===== src/hw/ste_pkg.sv =====
// Constants shared by the serial transfer engine files.
// Contract
// - Data read gives receive buffer; write fills transmit
// - Master transfer starts on transmit buffer load
// - Full receive buffer keeps old byte, drops new
// - No overrun flag exists anywhere
// - Free shifter takes queued byte, sets room, shifts
// - Eight clock cycles, byte out and in together
// - End moves byte to receive buffer, next starts
// - Most significant first unless low bit first set
// - Polarity inverts clock, phase picks data relation
// - Phase one: select leads half cycle, ends bit eight
// - Phase zero: select at bit one, lags half cycle
// - Phase one: odd edges shift, even edges sample
// - Phase zero: first bit on select, edge samples
// - Interrupt from masked receive, fault, transmit flags
// - Select pin is fault input in master only
// - Fault sets flag, drops master, disables drivers; code turns off clock, data and select drivers but drives miso while select low
// - Fault clears after status read then control write
// - Receive flag clears after status then data read
// - Data write needs prior status read with room
// - Clock rate is bus over prescale and divisor
package ste_pkg;
  localparam int ADDR_W = 8;
  localparam int DATA_W = 32;
  localparam int BYTE_W = 8;
  localparam int CNT_W  = 5;
  localparam int RATE_W = 11;

  localparam logic [ADDR_W-1:0] OFS_CTRL1  = 8'h00;
  localparam logic [ADDR_W-1:0] OFS_CTRL2  = 8'h04;
  localparam logic [ADDR_W-1:0] OFS_BAUD   = 8'h08;
  localparam logic [ADDR_W-1:0] OFS_STATUS = 8'h0c;
  localparam logic [ADDR_W-1:0] OFS_DATA   = 8'h10;

  // Control one fields.
  localparam int RX_MASK_BIT = 7;
  localparam int TX_MASK_BIT = 5;
  localparam int MASTER_BIT  = 4;
  localparam int CPOL_BIT    = 3;
  localparam int CPHA_BIT    = 2;
  localparam int SELECT_OUTPUT_ENABLE_BIT    = 1;
  localparam int LSBF_BIT    = 0;
  // Control two, rate and status fields.
  localparam int MODE_FAULT_ENABLE_BIT  = 4;
  localparam int PRESC_LSB   = 4;
  localparam int DIVIS_LSB   = 0;
  localparam int RXF_BIT     = 7;
  localparam int TXR_BIT     = 5;
  localparam int FAULT_BIT   = 4;

  localparam logic [CNT_W-1:0] EDGE_LAST = 5'h10;
  localparam logic [CNT_W-1:0] CNT_ONE   = 5'h01;
  localparam logic [CNT_W-1:0] CNT_ZERO  = 5'h00;
  localparam logic [3:0]       PIN_INIT  = 4'h8;
endpackage : ste_pkg


===== src/hw/ste_sync.sv =====
// Three-stage input synchroniser with agreement filter.
`timescale 1ns/1ps
module ste_sync #(
  parameter int           W    = 1,
  parameter logic [W-1:0] INIT = '0
) (
  input  wire logic         clk,
  input  wire logic         rst,
  input  wire logic [W-1:0] d,
  output logic      [W-1:0] q
);
  typedef struct packed {
    logic [W-1:0] s1;
    logic [W-1:0] s2;
    logic [W-1:0] s3;
    logic [W-1:0] f;
  } ste_sync_type;

  ste_sync_type r;
  ste_sync_type next_r;

  always_comb begin
    next_r    = r;
    next_r.s1 = d;
    next_r.s2 = r.s1;
    next_r.s3 = r.s2;
    // A bit changes only once the second and third stages agree.
    for (int i = 0; i < W; i++) begin
      if (r.s2[i] == r.s3[i]) begin
        next_r.f[i] = r.s3[i];
      end
    end
  end

  always_ff @(posedge clk) begin
    if (rst) begin
      r <= {INIT, INIT, INIT, INIT};
    end else begin
      r <= next_r;
    end
  end

  assign q = r.f;
endmodule : ste_sync


===== src/hw/ste_rate.sv =====
// Half-period tick generator for the master shift clock.
`timescale 1ns/1ps
module ste_rate
  import ste_pkg::*;
(
  input  wire logic       clk,
  input  wire logic       rst,
  input  wire logic       run,
  input  wire logic [2:0] prescale,
  input  wire logic [2:0] divisor,
  output logic            tick
);
  typedef struct packed {
    logic [RATE_W-1:0] cnt;
    logic              tick;
  } ste_rate_type;

  ste_rate_type     r;
  ste_rate_type     next_r;
  logic [RATE_W-1:0] half;

  always_comb begin
    // Half period is prescale plus one, times two to the power of the divisor.
    half        = RATE_W'(({8'h00, prescale} + 11'h001) << divisor);
    next_r      = r;
    next_r.tick = 1'b0;
    if (!run) begin
      next_r.cnt = '0;
    end else if (r.cnt == half - 11'h001) begin
      next_r.cnt  = '0;
      next_r.tick = 1'b1;
    end else begin
      next_r.cnt = r.cnt + 11'h001;
    end
  end

  always_ff @(posedge clk) begin
    if (rst) begin
      r <= '0;
    end else begin
      r <= next_r;
    end
  end

  assign tick = r.tick;
endmodule : ste_rate


===== src/hw/ste_top.sv =====
// Serial peripheral transfer engine with APB register access.
`timescale 1ns/1ps
module ste_top (
  input  wire logic                       clk,
  input  wire logic                       rst,
  input  wire logic                       psel,
  input  wire logic                       penable,
  input  wire logic                       pwrite,
  input  wire logic [ste_pkg::ADDR_W-1:0] paddr,
  input  wire logic [ste_pkg::DATA_W-1:0] pwdata,
  output logic      [ste_pkg::DATA_W-1:0] prdata,
  output logic                            pready,
  output logic                            pslverr,
  output logic                            irq,
  input  wire logic                       sck_i,
  output logic                            sck_o,
  output logic                            sck_oe,
  input  wire logic                       mosi_i,
  output logic                            mosi_o,
  output logic                            mosi_oe,
  input  wire logic                       miso_i,
  output logic                            miso_o,
  output logic                            miso_oe,
  input  wire logic                       ss_n_i,
  output logic                            ss_n_o,
  output logic                            ss_n_oe
);
  import ste_pkg::*;

  typedef struct packed {
    logic              rx_mask;
    logic              tx_mask;
    logic              master;
    logic              cpol;
    logic              cpha;
    logic              select_output_enable;
    logic              lsbf;
    logic              mode_fault_enable;
    logic [2:0]        presc;
    logic [2:0]        divis;
    logic [BYTE_W-1:0] tx_buf;
    logic [BYTE_W-1:0] rx_buf;
    logic              tx_room;
    logic              rx_full;
    logic              fault;
    logic              arm_tx;
    logic              arm_rx;
    logic              arm_fault;
    logic [BYTE_W-1:0] sh;
    logic              samp;
    logic              out_bit;
    logic              busy;
    logic [CNT_W-1:0]  cnt;
    logic              sck;
    logic              sck_prev;
    logic              ss_n;
    logic [DATA_W-1:0] prdata;
    logic              pready;
    logic              pslverr;
    logic              irq;
    logic              sck_oe;
    logic              mosi_oe;
    logic              miso_oe;
    logic              ss_oe;
  } ste_state_type;

  ste_state_type q;
  ste_state_type next_q;
  logic          tick;
  logic          ss_f;
  logic          sck_f;
  logic          mosi_f;
  logic          miso_f;
  logic          access;
  logic          edge_ev;
  logic          done;
  logic          bit_in;
  logic          fault_cond;

  function automatic logic end_bit(logic [BYTE_W-1:0] v, logic lsb);
    end_bit = lsb ? v[0] : v[BYTE_W-1];
  endfunction : end_bit

  function automatic logic [BYTE_W-1:0] shift_in(logic [BYTE_W-1:0] v,
                                                 logic lsb, logic b);
    shift_in = lsb ? {b, v[BYTE_W-1:1]} : {v[BYTE_W-2:0], b};
  endfunction : shift_in

  ////////////////////////////////////////////////////////////////////////////
  ste_sync #(
    .W    (4),
    .INIT (PIN_INIT)
  ) u_sync (
    .clk (clk),
    .rst (rst),
    .d   ({ss_n_i, sck_i, mosi_i, miso_i}),
    .q   ({ss_f, sck_f, mosi_f, miso_f})
  );

  ste_rate u_rate (
    .clk      (clk),
    .rst      (rst),
    .run      (q.busy & q.master),
    .prescale (q.presc),
    .divisor  (q.divis),
    .tick     (tick)
  );

  ////////////////////////////////////////////////////////////////////////////
  always_comb begin
    next_q     = q;
    done       = 1'b0;
    edge_ev    = 1'b0;
    bit_in     = q.master ? miso_f : mosi_f;
    fault_cond = q.master & q.mode_fault_enable & ~q.select_output_enable & ~ss_f;
    access     = psel & penable & q.pready & ~q.pslverr;

    // Setup phase: decode and capture read data for the access phase.
    next_q.pready = psel & ~penable;
    if (psel && !penable) begin
      next_q.pslverr = 1'b0;
      next_q.prdata  = '0;
      unique case (paddr)
        OFS_CTRL1: begin
          next_q.prdata[RX_MASK_BIT] = q.rx_mask;
          next_q.prdata[TX_MASK_BIT] = q.tx_mask;
          next_q.prdata[MASTER_BIT]  = q.master;
          next_q.prdata[CPOL_BIT]    = q.cpol;
          next_q.prdata[CPHA_BIT]    = q.cpha;
          next_q.prdata[SELECT_OUTPUT_ENABLE_BIT]    = q.select_output_enable;
          next_q.prdata[LSBF_BIT]    = q.lsbf;
        end
        OFS_CTRL2: next_q.prdata[MODE_FAULT_ENABLE_BIT] = q.mode_fault_enable;
        OFS_BAUD: begin
          next_q.prdata[PRESC_LSB +: 3] = q.presc;
          next_q.prdata[DIVIS_LSB +: 3] = q.divis;
        end
        OFS_STATUS: begin
          next_q.prdata[RXF_BIT]   = q.rx_full;
          next_q.prdata[TXR_BIT]   = q.tx_room;
          next_q.prdata[FAULT_BIT] = q.fault;
        end
        OFS_DATA: next_q.prdata[BYTE_W-1:0] = q.rx_buf;
        default: next_q.pslverr = 1'b1;
      endcase
    end

    // Read side effects use the value that the read returned.
    if (access && !pwrite) begin
      if (paddr == OFS_STATUS) begin
        next_q.arm_rx    = q.prdata[RXF_BIT];
        next_q.arm_tx    = q.prdata[TXR_BIT];
        next_q.arm_fault = q.prdata[FAULT_BIT];
      end
      if (paddr == OFS_DATA && q.arm_rx) begin
        next_q.rx_full = 1'b0;
        next_q.arm_rx  = 1'b0;
      end
    end
    if (access && pwrite) begin
      unique case (paddr)
        OFS_CTRL1: begin
          next_q.rx_mask = pwdata[RX_MASK_BIT];
          next_q.tx_mask = pwdata[TX_MASK_BIT];
          next_q.master  = pwdata[MASTER_BIT];
          next_q.cpol    = pwdata[CPOL_BIT];
          next_q.cpha    = pwdata[CPHA_BIT];
          next_q.select_output_enable    = pwdata[SELECT_OUTPUT_ENABLE_BIT];
          next_q.lsbf    = pwdata[LSBF_BIT];
          if (q.arm_fault) begin
            next_q.fault     = 1'b0;
            next_q.arm_fault = 1'b0;
          end
        end
        OFS_CTRL2: next_q.mode_fault_enable = pwdata[MODE_FAULT_ENABLE_BIT];
        OFS_BAUD: begin
          next_q.presc = pwdata[PRESC_LSB +: 3];
          next_q.divis = pwdata[DIVIS_LSB +: 3];
        end
        OFS_DATA: begin
          // Without a prior status read showing room the write is dropped.
          if (q.arm_tx) begin
            next_q.tx_buf  = pwdata[BYTE_W-1:0];
            next_q.tx_room = 1'b0;
            next_q.arm_tx  = 1'b0;
          end
        end
        default: next_q.pslverr = 1'b0;
      endcase
    end

    ////////////////////////////////////////////////////////////////////////
    // Master: ticks are half periods; sixteen edges, then one closing tick.
    next_q.sck_prev = sck_f;
    if (q.master) begin
      if (!q.busy) begin
        next_q.sck = next_q.cpol;
        if (!q.tx_room && !fault_cond) begin
          next_q.sh      = q.tx_buf;
          next_q.tx_room = 1'b1;
          next_q.busy    = 1'b1;
          next_q.cnt     = CNT_ZERO;
          next_q.ss_n    = 1'b0;
          next_q.out_bit = end_bit(q.tx_buf, q.lsbf);
        end
      end else if (tick) begin
        if (q.cnt == EDGE_LAST) begin
          done = 1'b1;
        end else begin
          edge_ev    = 1'b1;
          next_q.sck = ~q.sck;
        end
      end
    end else begin
      if (ss_f) begin
        next_q.cnt = CNT_ZERO;
      end else if (sck_f != q.sck_prev && q.cnt != EDGE_LAST) begin
        edge_ev = 1'b1;
      end
      if (q.cnt == CNT_ZERO) begin
        if (!q.tx_room) begin
          next_q.sh      = q.tx_buf;
          next_q.tx_room = 1'b1;
        end
        if (!q.cpha) begin
          next_q.out_bit = end_bit(q.sh, q.lsbf);
        end
      end
    end

    // Odd edges sample (phase zero) or drive (phase one); even edges shift.
    if (edge_ev) begin
      next_q.cnt = q.cnt + CNT_ONE;
      if (!q.cnt[0]) begin
        if (!q.cpha) begin
          next_q.samp = bit_in;
        end else begin
          next_q.out_bit = end_bit(q.sh, q.lsbf);
        end
      end else begin
        next_q.sh = shift_in(q.sh, q.lsbf, q.cpha ? bit_in : q.samp);
        if (!q.cpha) begin
          next_q.out_bit = end_bit(next_q.sh, q.lsbf);
        end
        if (!q.master && q.cnt == EDGE_LAST - CNT_ONE) begin
          done = 1'b1;
        end
      end
    end

    if (done) begin
      // A byte still unread wins; the new one is dropped silently.
      if (!next_q.rx_full) begin
        next_q.rx_buf  = next_q.sh;
        next_q.rx_full = 1'b1;
      end
      next_q.cnt  = CNT_ZERO;
      next_q.busy = 1'b0;
      next_q.ss_n = 1'b1;
    end

    if (fault_cond) begin
      next_q.fault  = 1'b1;
      next_q.master = 1'b0;
    end
    if (next_q.master != q.master) begin
      next_q.cnt  = CNT_ZERO;
      next_q.busy = 1'b0;
      next_q.ss_n = 1'b1;
    end

    next_q.sck_oe  = next_q.master;
    next_q.mosi_oe = next_q.master;
    next_q.miso_oe = ~next_q.master & ~ss_f;
    next_q.ss_oe   = next_q.master & next_q.mode_fault_enable & next_q.select_output_enable;
    next_q.irq     = ((next_q.rx_full | next_q.fault) & next_q.rx_mask)
                   | (next_q.tx_room & next_q.tx_mask);
  end

  always_ff @(posedge clk) begin
    if (rst) begin
      q         <= '0;
      q.tx_room <= 1'b1;
      q.ss_n    <= 1'b1;
    end else begin
      q <= next_q;
    end
  end

  assign prdata  = q.prdata;
  assign pready  = q.pready;
  assign pslverr = q.pslverr;
  assign irq     = q.irq;
  assign sck_o   = q.sck;
  assign sck_oe  = q.sck_oe;
  assign mosi_o  = q.out_bit;
  assign mosi_oe = q.mosi_oe;
  assign miso_o  = q.out_bit;
  assign miso_oe = q.miso_oe;
  assign ss_n_o  = q.ss_n;
  assign ss_n_oe = q.ss_oe;

  ////////////////////////////////////////////////////////////////////////////
  rx_keep_a: assert property (@(posedge clk) disable iff (rst)
    done && q.rx_full && !(access && q.arm_rx) |=> $stable(q.rx_buf))
    else $error("receive buffer overwritten while full");

  tx_start_a: assert property (@(posedge clk) disable iff (rst)
    q.master && !q.busy && !q.tx_room && !fault_cond
    |=> q.busy && q.tx_room && !q.ss_n)
    else $error("master did not start a queued byte");

  sck_idle_a: assert property (@(posedge clk) disable iff (rst)
    q.master && !q.busy ##1 q.master && !q.busy |-> q.sck == q.cpol)
    else $error("idle shift clock not at polarity level");

  fault_drop_a: assert property (@(posedge clk) disable iff (rst)
    $rose(q.fault) |-> !q.master && !q.sck_oe && !q.mosi_oe)
    else $error("fault did not drop master drivers");

  fault_in_a: assert property (@(posedge clk) disable iff (rst)
    !fault_cond && !q.fault |=> !q.fault)
    else $error("fault set without a qualified select low");

  rx_clear_a: assert property (@(posedge clk) disable iff (rst)
    access && !pwrite && paddr == OFS_DATA && q.arm_rx && !done
    |=> !q.rx_full)
    else $error("receive flag not cleared by data read");

  data_drop_a: assert property (@(posedge clk) disable iff (rst)
    access && pwrite && paddr == OFS_DATA && !q.arm_tx
    |=> $stable(q.tx_buf))
    else $error("unarmed data write was accepted");

  xfer_len_a: assert property (@(posedge clk) disable iff (rst)
    done && q.master |-> q.cnt == EDGE_LAST && q.sck == q.cpol)
    else $error("master transfer ended off sixteen edges");

  irq_out_a: assert property (@(posedge clk) disable iff (rst)
    (q.rx_full || q.fault) && q.rx_mask ##1
    (q.rx_full || q.fault) && q.rx_mask |-> q.irq)
    else $error("masked receive flag gave no interrupt");
endmodule : ste_top


===== config.mk =====
export PLATFORM = sky130hd
export DESIGN_NAME = ste_top
export DESIGN_NICKNAME = d
export VERILOG_FILES = /design/src/hw/ste_pkg.sv /design/src/hw/ste_sync.sv /design/src/hw/ste_rate.sv /design/src/hw/ste_top.sv
export SDC_FILE = /design/constraint.sdc
export NUM_CORES = 1
export LEC_CHECK = 0
export ABC_AREA = 1
export BUFFER_PORTS_ARGS = -buffer_cell sky130_fd_sc_hd__buf_2
export CORE_ASPECT_RATIO = 1.5
export CORE_UTILIZATION = 40
export CTS_CLUSTER_SIZE = 16
export DETAILED_ROUTE_END_ITERATION = 10
export GPL_TIMING_DRIVEN = 0
export HOLD_SLACK_MARGIN = 0.08
export MAX_ROUTING_LAYER = met4
export PLACE_DENSITY = 0.62
export SYNTH_ARGS = -nofsm -noshare
export SYNTH_HDL_FRONTEND = slang
export SYNTH_SLANG_ARGS = --single-unit

===== constraint.sdc =====
create_clock -name clk -period 2.61 [get_ports clk]
set_input_delay 0.261 -clock clk [delete_from_list [all_inputs] [get_ports clk]]
set_output_delay 0.261 -clock clk [all_outputs]
set_load 0.02 [all_outputs]

-- Word-level counts from Yosys, hierarchy flattened
Cells that the tools add are included.
- output and inout bits: 43
- bits in registers: 96
- input bits: 49
- logic and storage cells: 203
- reductions and logical operators: 30
- bitwise operators: 26
- $add $sub $neg: 4
- equal/unequal tests: 18
- mux-type cells: 83
- shift-type cells: 1
- operator list (kind ; number):
    $mux W8 ; 9
    $mux W1 ; 56
    $mux W22 ; 1
    $mux W7 ; 3
    $eq A8 B4 Y1 const B ; 2
    $mux W5 ; 3
    $reduce_and A3 Y1 ; 5
    $and A1 B1 Y1 ; 13
    $add A11 B1 Y11 const B ; 1
    $eq A11 B11 Y1 ; 1
    $not A1 Y1 ; 11
    $shl A11 B3 Y11 ; 1
    $sub A11 B1 Y11 const B ; 1
    $mux W10 ; 1
    $pmux W3 S3 ; 1
    $eq A8 B3 Y1 const B ; 1
    $eq A8 B5 Y1 const B ; 1
    $logic_not A8 Y1 ; 1
    $reduce_and A2 Y1 ; 4
    $logic_and A1 B1 Y1 ; 7
    $mux W3 ; 2
    $mux W6 ; 1
    $reduce_or A3 Y1 ; 2
    $add A5 B1 Y5 const B ; 1
    23 further kinds ; 33

-- Depth between registers and ports, before layout
Gate-level depths: netlist of run 1.
- depth after elaboration: 12
- gate-level depth with buffers: 19
- depth with buffers taken out: 18

-- Hierarchy
Synthesis of run 1 repeated with hierarchy kept, for this count alone.
- cell total of the unflattened synthesis: 839
- area total of the unflattened synthesis: 5537.8 um^2
- by module, submodules not included (module ; sequential area each (um^2) ; cells each ; instances ; area an instance (um^2)):
    ste_top ; 1361.3 ; 570 ; 1 ; 3787.4
    ste_rate ; 240.2 ; 209 ; 1 ; 1229.9
    ste_sync ; 320.3 ; 60 ; 1 ; 520.5

-- Worst setup path after synthesis of run 1
OpenSTA, ideal clock, no wires.
- path kind: register to register
- start point: register q[83] (netlist name)
- end point: register u_rate.r[3] (netlist name)
- clock period less this slack: 2288 ps
- data arrival time: 2171 ps
- setup slack: 322 ps
- data required time: 2493 ps
- path buffers: 1
- library setup time: 117 ps
- stages on the path, launching flop included: 17
- cells stage by stage: dfxtp_1 ha_1 o21ai_2 nor2_1 nand2_2 ha_1 xor2_1 o21ai_0 a21oi_1 nand3_1 nor2_1 nand3_1 nor2_1 nand2_1 nand2_2 buf_6 nor2_2
- word-level cells in the longest chain between the ends: 5
- RTL lines (what ; RTL line ; RTL):
    from (decl) ; ste_top.sv:67 ; ste_state_type q;
    from (signal assigned) ; ste_top.sv:286 ; q <= next_q;
    $add A3 B1 Y4 ; ste_rate.sv:24 ; half = RATE_W'(({8'h00, prescale} + 11'h001) << divisor);
    $shl A11 B3 Y11 ; ste_rate.sv:24 ;
    $sub A11 B1 Y11 ; ste_rate.sv:29 ; end else if (r.cnt == half - 11'h001) begin
    $eq A11 B11 Y1 ; ste_rate.sv:29 ;
    $reduce_or A3 Y1 (no source line) ; n/a ;
    to (signal assigned) ; ste_rate.sv:41 ; r <= next_r;
    to (decl) ; ste_rate.sv:18 ; ste_rate_type r;
Every way passes these cells.
A chain may end at the register's enable or synchronous reset.

-- Final worst setup path of run 1
- start point: register q[83] (netlist name)
- end point: register u_rate.r[6] (netlist name)
Same word-level chain as after synthesis.

==> metrics.cfg, run 1 <==
[outcome]
outcome=completed

[timing]
hold_slack_ns=0.115
worst_pin_slew_ns=0.663
rsz0062_at_grt=yes
report.final.slew_viol_count=0
min_period_ns=2.49
max-slew-margin-rel_pct=55.3
setup_violations=0
final.setup_skew_ns=0.0109
fmax_ghz=0.402
period_utilization_post_route_pct=95.3
timing_hold_violations_final=0

[global_route]
gr-usage-all-layers_pct=21.6
globalRoute.totalOverflow=0
first_global_vias=4621
number_of_antenna_violations_at_the_first_check_in_global_routing=0
grt_start_max_net_pins=19
grt_pass1_wl_mm=21.5

[synthesis]
synth_warnings=0
syn-cell-area_sq_um=5110
synth_area_leader_cell=dfxtp_1
synth.yosys.seq_area_share_pct=37.6
post_synth_main_area_contributors=dfxtp_1 38%, nand2_1 9.5%, inv_1 7.7%
netlist_instances=735
synth.distinct_cells=46
synth.avg_cell_area_sq_um=6.96
synth_most_common_cell=nand2_1
synth_largest_type_area_fraction_pct=37.6
synth_enable_flop_cells=0
ffs_w_async_s_r_synth_pct=0
synth_top_cells_by_count=130 x nand2_1, 105 x inv_1, 96 x dfxtp_1
synth.ff_latch_count=96
synthFlopType=dfxtp_1

[power]
total_switching_power_w=0.000739
sw_frac_of_total_pct=25.1
power_frac_seq_pct=50.4
pwr_density_cell_nw_per_um2=487
comb_power_share_pct=6.0
vdd.ir_drop.worst_uv=292
power.static_leakage_nw=2.62
p_int_w=0.00220
power_frac_clock_pct=43.5
report.power.total_w=0.00294

[floorplan]
design.portCount=92
die_footprint_sq_um=13200
core_footprint_sq_um=12400
floorplan.initialDensity_pct=41.1
die_y_um=140
die_x_um=94.3
row_count=50

[clocking]
clk_pin_slew_ns=0.08
clock_tree.root_cell=clkbuf_16
clock_tree.buffer_depth=2
cts_tree=yes
clkSinkCount=96
cts.htree.levels=3
clk_latency_ns=0.35
cts_inserted_buffers=9

[final_layout]
post_route_cells_drive_above_1_share_pct=19.3
antenna_cells_inserted=0
fillers=1291
multi_input_comb_area_sq_um=2560
num-nets-final=875
area_delta_synth_final_pct=18.2
final-seq-area_sq_um=1930

[drt]
detailed_route_iter0_violations=245
avgViaCountPerCell=4.93
detailedRoute.firstPassIterationCount=5
drt_wl_total_mm=13.5
detail_route.drc_violations=0
post_drt_wl_per_cell_um=13.8
drtAntennaViolNets=0
route.vias.total=4840

[worst_setup_path]
r2r-start=q[83]
timing.critical_path.fanout_max=6
rr_worst_depth=16
critPathCaptureType=register
timing.critical_path.required_ns=2.85
critPathLaunch=q[83]
crit_type=register to register
arrival_ns=2.73
cp-start-kind=register

[min_path]
path_category_of_the_worst_min_delay_check=input port to register
min_from=miso_i
hold_path_depth=3

[placed_design]
hpwlAfterDp_mm=10.5
io_buffer_count=42
routabilityCongestion=0.937

[job]
max_cap_violations=0

==> per-stage QoR <==
step                area (sq um)  std cells  util (%)  setup slack, ns  setup TNS [ns]
floorplan                   5200        758         -            0.322               0
global placement            5610        956      45.0          -0.0417          -0.397
detailed placement          5610        956      45.0          -0.0649          -0.584
CTS                         5890        972      47.3          0.00351               0
global route                6040        981      48.5          -0.0849          -0.764
finish                      6040        981      48.5            0.123               0
==> logic make-up (layout without fill, tap and decap cells) <==
logic type / count (synthesis) / after routing / synth area share (%)
and+or+nand+nor: 311 / 311 / 27.3
buffers and inverters: 165 / 232 / 15.1
xor gates and xnor gates: 16 / 16 / 2.74
other: 1 / 24 / 0.0733
DFF: 96 / 96 / 37.6
adders and majority gates: 6 / 6 / 1.47
AOI/OAI and AO/OA: 140 / 140 / 15.8
==> cell usage in the layout, fill, tap and decap left out, drive strengths merged <==
cell type / Yosys / final
nand2: 137 / 137
inv: 110 / 114
nor2: 97 / 97
dfxtp: 96 / 96
buf: 45 / 94
o21ai: 67 / 67
nand3: 49 / 49
a21oi: 36 / 36
conb: 1 / 24
clkbuf: 10 / 20
xor2: 12 / 12
a211oi: 10 / 10
nand4: 8 / 8
nor3: 8 / 8
or2: 8 / 8
a31oi: 6 / 6
ha: 6 / 6
o22ai: 4 / 4
xnor2: 4 / 4
o211ai: 4 / 4
a221oi: 3 / 3
clkinvlp: 0 / 3
o221ai: 2 / 2
o21a: 2 / 2
a2111oi: 2 / 2
nor4: 1 / 1
nand3b: 1 / 1
o311ai: 1 / 1
and2: 1 / 1
o2111ai: 1 / 1
o31ai: 1 / 1
nor3b: 1 / 1
a41oi: 1 / 1
dlygate4sd3: 0 / 1
==> critical path: stages (launching register included) <==
cell	delay [ns]
dfxtp_4	0.37
ha_4	0.29
o21ai_4	0.06
nor2_2	0.13
nand2_2	0.09
ha_4	0.27
xor2_1	0.13
o21ai_1	0.07
a21oi_1	0.13
nand3_1	0.10
nor2_1	0.11
nand3_1	0.08
nor2_1	0.14
nand2_1	0.11
nand2_2	0.13
clkbuf_16	0.16
nor2_2	0.03
==> worst paths after layout <==
path | endpoint | slack, ns
worst min-delay path | u_sync.next_r[8] | 0.12
worst max register to register | u_rate.r[6] | 0.12
worst min register to register | u_sync.next_r[6] | 0.41
worst max-delay path | u_rate.r[6] | 0.12
==> area by class of cell <==
type | instances | share of cell area, %
plain buffers | 55 | 6.03
repair buffers | 51 | 4.93
multi-input cells | 497 | 42.3
clock inverters | 7 | 0.994
inverters | 110 | 6.83
well taps | 156 | 3.23
clock buffers | 9 | 3.73
flip-flops and latches | 96 | 32.0
==> metal layers <==
| layer | vias to the layer above | routed length [um] | track usage [%] |
|---|---|---|---|
| li1 | 2485 | - | - |
| met1 | 2178 | 5570 | 22.5 |
| met2 | 137 | 6920 | 38.6 |
| met3 | 40 | 519 | 3.53 |
| met4 | 0 | 538 | 10.4 |
| met5 | - | 0 | - |
==> power by group through the flow <==
stage	Sequential, W	Combinational [W]	Clock, W
after floorplan	0.00152	0.000120	0
after global placement	0.00152	0.000173	0
after detailed placement	0.00152	0.000175	0
after CTS	0.00149	0.000175	0.00130
after global routing	0.00148	0.000194	0.00137
final	0.00148	0.000177	0.00128
==> state kept, by name, indices dropped and copies added (netlist names) <==
name           cells
q                 51
irq                1
pready             1
pslverr            1
u_rate.r          11
mosi_oe            1
miso_o             1
u_rate.tick        1
u_sync.next_r      8
ss_n_oe            1
sck_o              1
prdata             8
u_sync.r           4
ss_n_o             1
miso_oe            1
u_sync.q           4
==> repair_timing <==
action                                  4_1_cts  5_1_grt
pin swaps                                     0        8
endpoints found under the setup margin       10       19
hold endpoints to repair                      0        1
hold buffers                                  0        1
gates resized for setup                       1       14
setup buffers                                 0        7
gates cloned                                  0        1
Note: power is estimated with default switching activity, not from simulation.
==> run 2, diff against run 1 <==
--- a/config.mk
+++ b/config.mk
@@ -15,6 +15,7 @@
 export HOLD_SLACK_MARGIN = 0.08
 export MAX_ROUTING_LAYER = met4
 export PLACE_DENSITY = 0.62
+export REMOVE_ABC_BUFFERS = 1
 export SYNTH_ARGS = -nofsm -noshare
 export SYNTH_HDL_FRONTEND = slang
 export SYNTH_SLANG_ARGS = --single-unit
==> run 2 against run 1 <==
Against the previous run: total power fell by 1.0%; flip-flop and latch count did not move; register-to-register slack improved by 0.09 ns; hold slack got worse by 0.020 ns; sequential power barely moved; final cell count fell by 5.3%; die area did not move; critical endpoint unchanged; largest cell class unchanged; largest power group unchanged.
==> metrics.cfg, run 2 (synthesized netlist as in run 1, its figures left out) <==
[global_route]
gr-usage-all-layers_pct=20.6
number_of_antenna_violations_at_the_first_check_in_global_routing=0
first_global_vias=4364
globalRoute.totalOverflow=0
grt_pass1_wl_mm=20.6
grt_start_max_net_pins=47

[worst_setup_path]
r2r-start=q[83]
arrival_ns=2.64
timing.critical_path.required_ns=2.85
critPathLaunch=q[83]
cp-start-kind=register
timing.critical_path.fanout_max=6
critPathCaptureType=register
timing.reg2reg.setup_slack_ns=0.21
crit_type=register to register

[timing]
fmax_ghz=0.417
timing_hold_violations_final=0
minimum_setup_slack_in_the_final_design_ns=0.212
min_period_ns=2.40
worst_pin_slew_ns=1.14
final.setup_skew_ns=0.00509
period_utilization_post_route_pct=91.9
max-slew-margin-rel_pct=23.6
report.final.slew_viol_count=0
setup_violations=0
hold_slack_ns=0.0948

[min_path]
min_from=ss_n_i
path_category_of_the_worst_min_delay_check=input port to register

[placed_design]
dpl_worst_slack_ns=-0.196
io_buffer_count=43
hpwlAfterDp_mm=9.56
routabilityCongestion=0.865

[drt]
avgViaCountPerCell=5.00
detail_route.drc_violations=0
detailedRoute.firstPassIterationCount=4
detailed_route_iter0_violations=225
route.vias.total=4647
drtAntennaViolNets=0
drt_wl_total_mm=12.8
post_drt_wl_per_cell_um=13.8

[clocking]
clock_tree.root_cell=clkbuf_16
ctsHoldBuffers=0
clk_latency_ns=0.34
cts_tree=yes
cts.htree.levels=3
clkSinkCount=96
clock_tree.buffer_depth=2
cts_inserted_buffers=9
clk_pin_slew_ns=0.07

[power]
pwr_density_cell_nw_per_um2=508
vdd.ir_drop.worst_uv=429
power.static_leakage_nw=2.43

[final_layout]
multi_input_comb_area_sq_um=2600
post_route_cells_drive_above_1_share_pct=16.7
antenna_cells_inserted=0
fillers=1281
top_register=q
reg_top3=q (51), u_rate.r (11)
final-seq-area_sq_um=1940
flip_flop_count_of_the_largest_register_all_copies_and_words_added=51
layout.cells.most_common_list=128 x nand2_1, 103 x inv_1, 89 x dfxtp_1
num-nets-final=823
most_common_library_cell_in_the_layout_ignoring_fill_and_taps=nand2_1
area_delta_synth_final_pct=12.0

[outcome]
outcome=completed

[job]
max_cap_violations=0

[floorplan]
die_y_um=140
core_footprint_sq_um=12400
design.portCount=92
floorplan.initialDensity_pct=41.1
row_count=50
die_footprint_sq_um=13200
die_x_um=94.3

## run 2: changes by cell type in the layout (fill, tap and decap cells not counted), moves of 2 or more
cell	previous run	this run
nor2_1	79	77
inv_6	3	1
nand2_1	130	128
dfxtp_1	93	89
dfxtp_2	1	5
clkbuf_1	10	0
buf_4	44	10
nand2_4	0	3
clkinv_4	0	2
buf_2	48	43
## run 2: critical path, stage by stage (launching register included)
cell	delay, ns
dfxtp_4	0.37
ha_4	0.29
o21ai_4	0.06
nor2_4	0.12
nand2_2	0.09
ha_4	0.27
xor2_1	0.13
o21ai_1	0.07
a21oi_1	0.11
nand3_1	0.11
nor2_2	0.13
nand3_2	0.08
nor2_2	0.12
nand2_2	0.12
nand2_4	0.17
nor2_2	0.04
## run 2: path summary, 6_finish.rpt
kind / end / cells past startpoint
max reg2reg: u_rate.r[6] / 15
min: u_sync.next_r[11] / 2
max: u_rate.r[6] / 15
min reg2reg: u_sync.next_r[4] / 2
## run 2: cell type report
type / instances / share of cell area, %
clock buffers: 9 / 3.93
clock inverters: 7 / 1.11
inverters: 110 / 7.34
multi-input cells: 498 / 45.3
flip-flops and latches: 96 / 33.8
well taps: 156 / 3.41
repair buffers: 53 / 5.07
## run 2: what timing repair did
action | in CTS | in global routing
gates cloned | 1 | 0
pin swaps | 1 | 9
gates resized for setup | 5 | 23
setup buffers | 0 | 10
setup endpoints to repair | 11 | 21
endpoints found under the hold margin | 0 | 0
## run 2: power breakdown
| group | total (W) | internal (W) | switching, W | leakage (nW) |
|---|---|---|---|---|
| Combinational | 0.000133 | 0.0000318 | 0.000101 | 1.51 |
| Clock | 0.00129 | 0.000667 | 0.000627 | 0.136 |
| Sequential | 0.00148 | 0.00147 | 0.00000808 | 0.781 |
| Total | 0.00291 | 0.00217 | 0.000737 | 2.43 |
## run 2: metal layers
layer	track usage, %	share of wire [%]	vias to the layer above
met5	-	0	-
met4	7.77	2.4	0
met3	2.77	3.1	21
met2	37.6	55	95
met1	21.9	40	2154
li1	-	-	2377
## run 2: per-stage QoR
step | power [W] | area [sq um] | setup TNS, ns | util, % | instances
6_report | 0.00291 | 5730 | 0 | 46.0 | 929
3_5_place_dp | 0.00165 | 5250 | -1.94 | 42.2 | 902
4_1_cts | 0.00294 | 5560 | 0 | 44.7 | 919
2_1_floorplan | 0.00159 | 4840 | 0 | - | 703
5_1_grt | 0.00302 | 5730 | -0.152 | 46.0 | 929
3_3_place_gp | 0.00165 | 5250 | -1.53 | 42.2 | 902
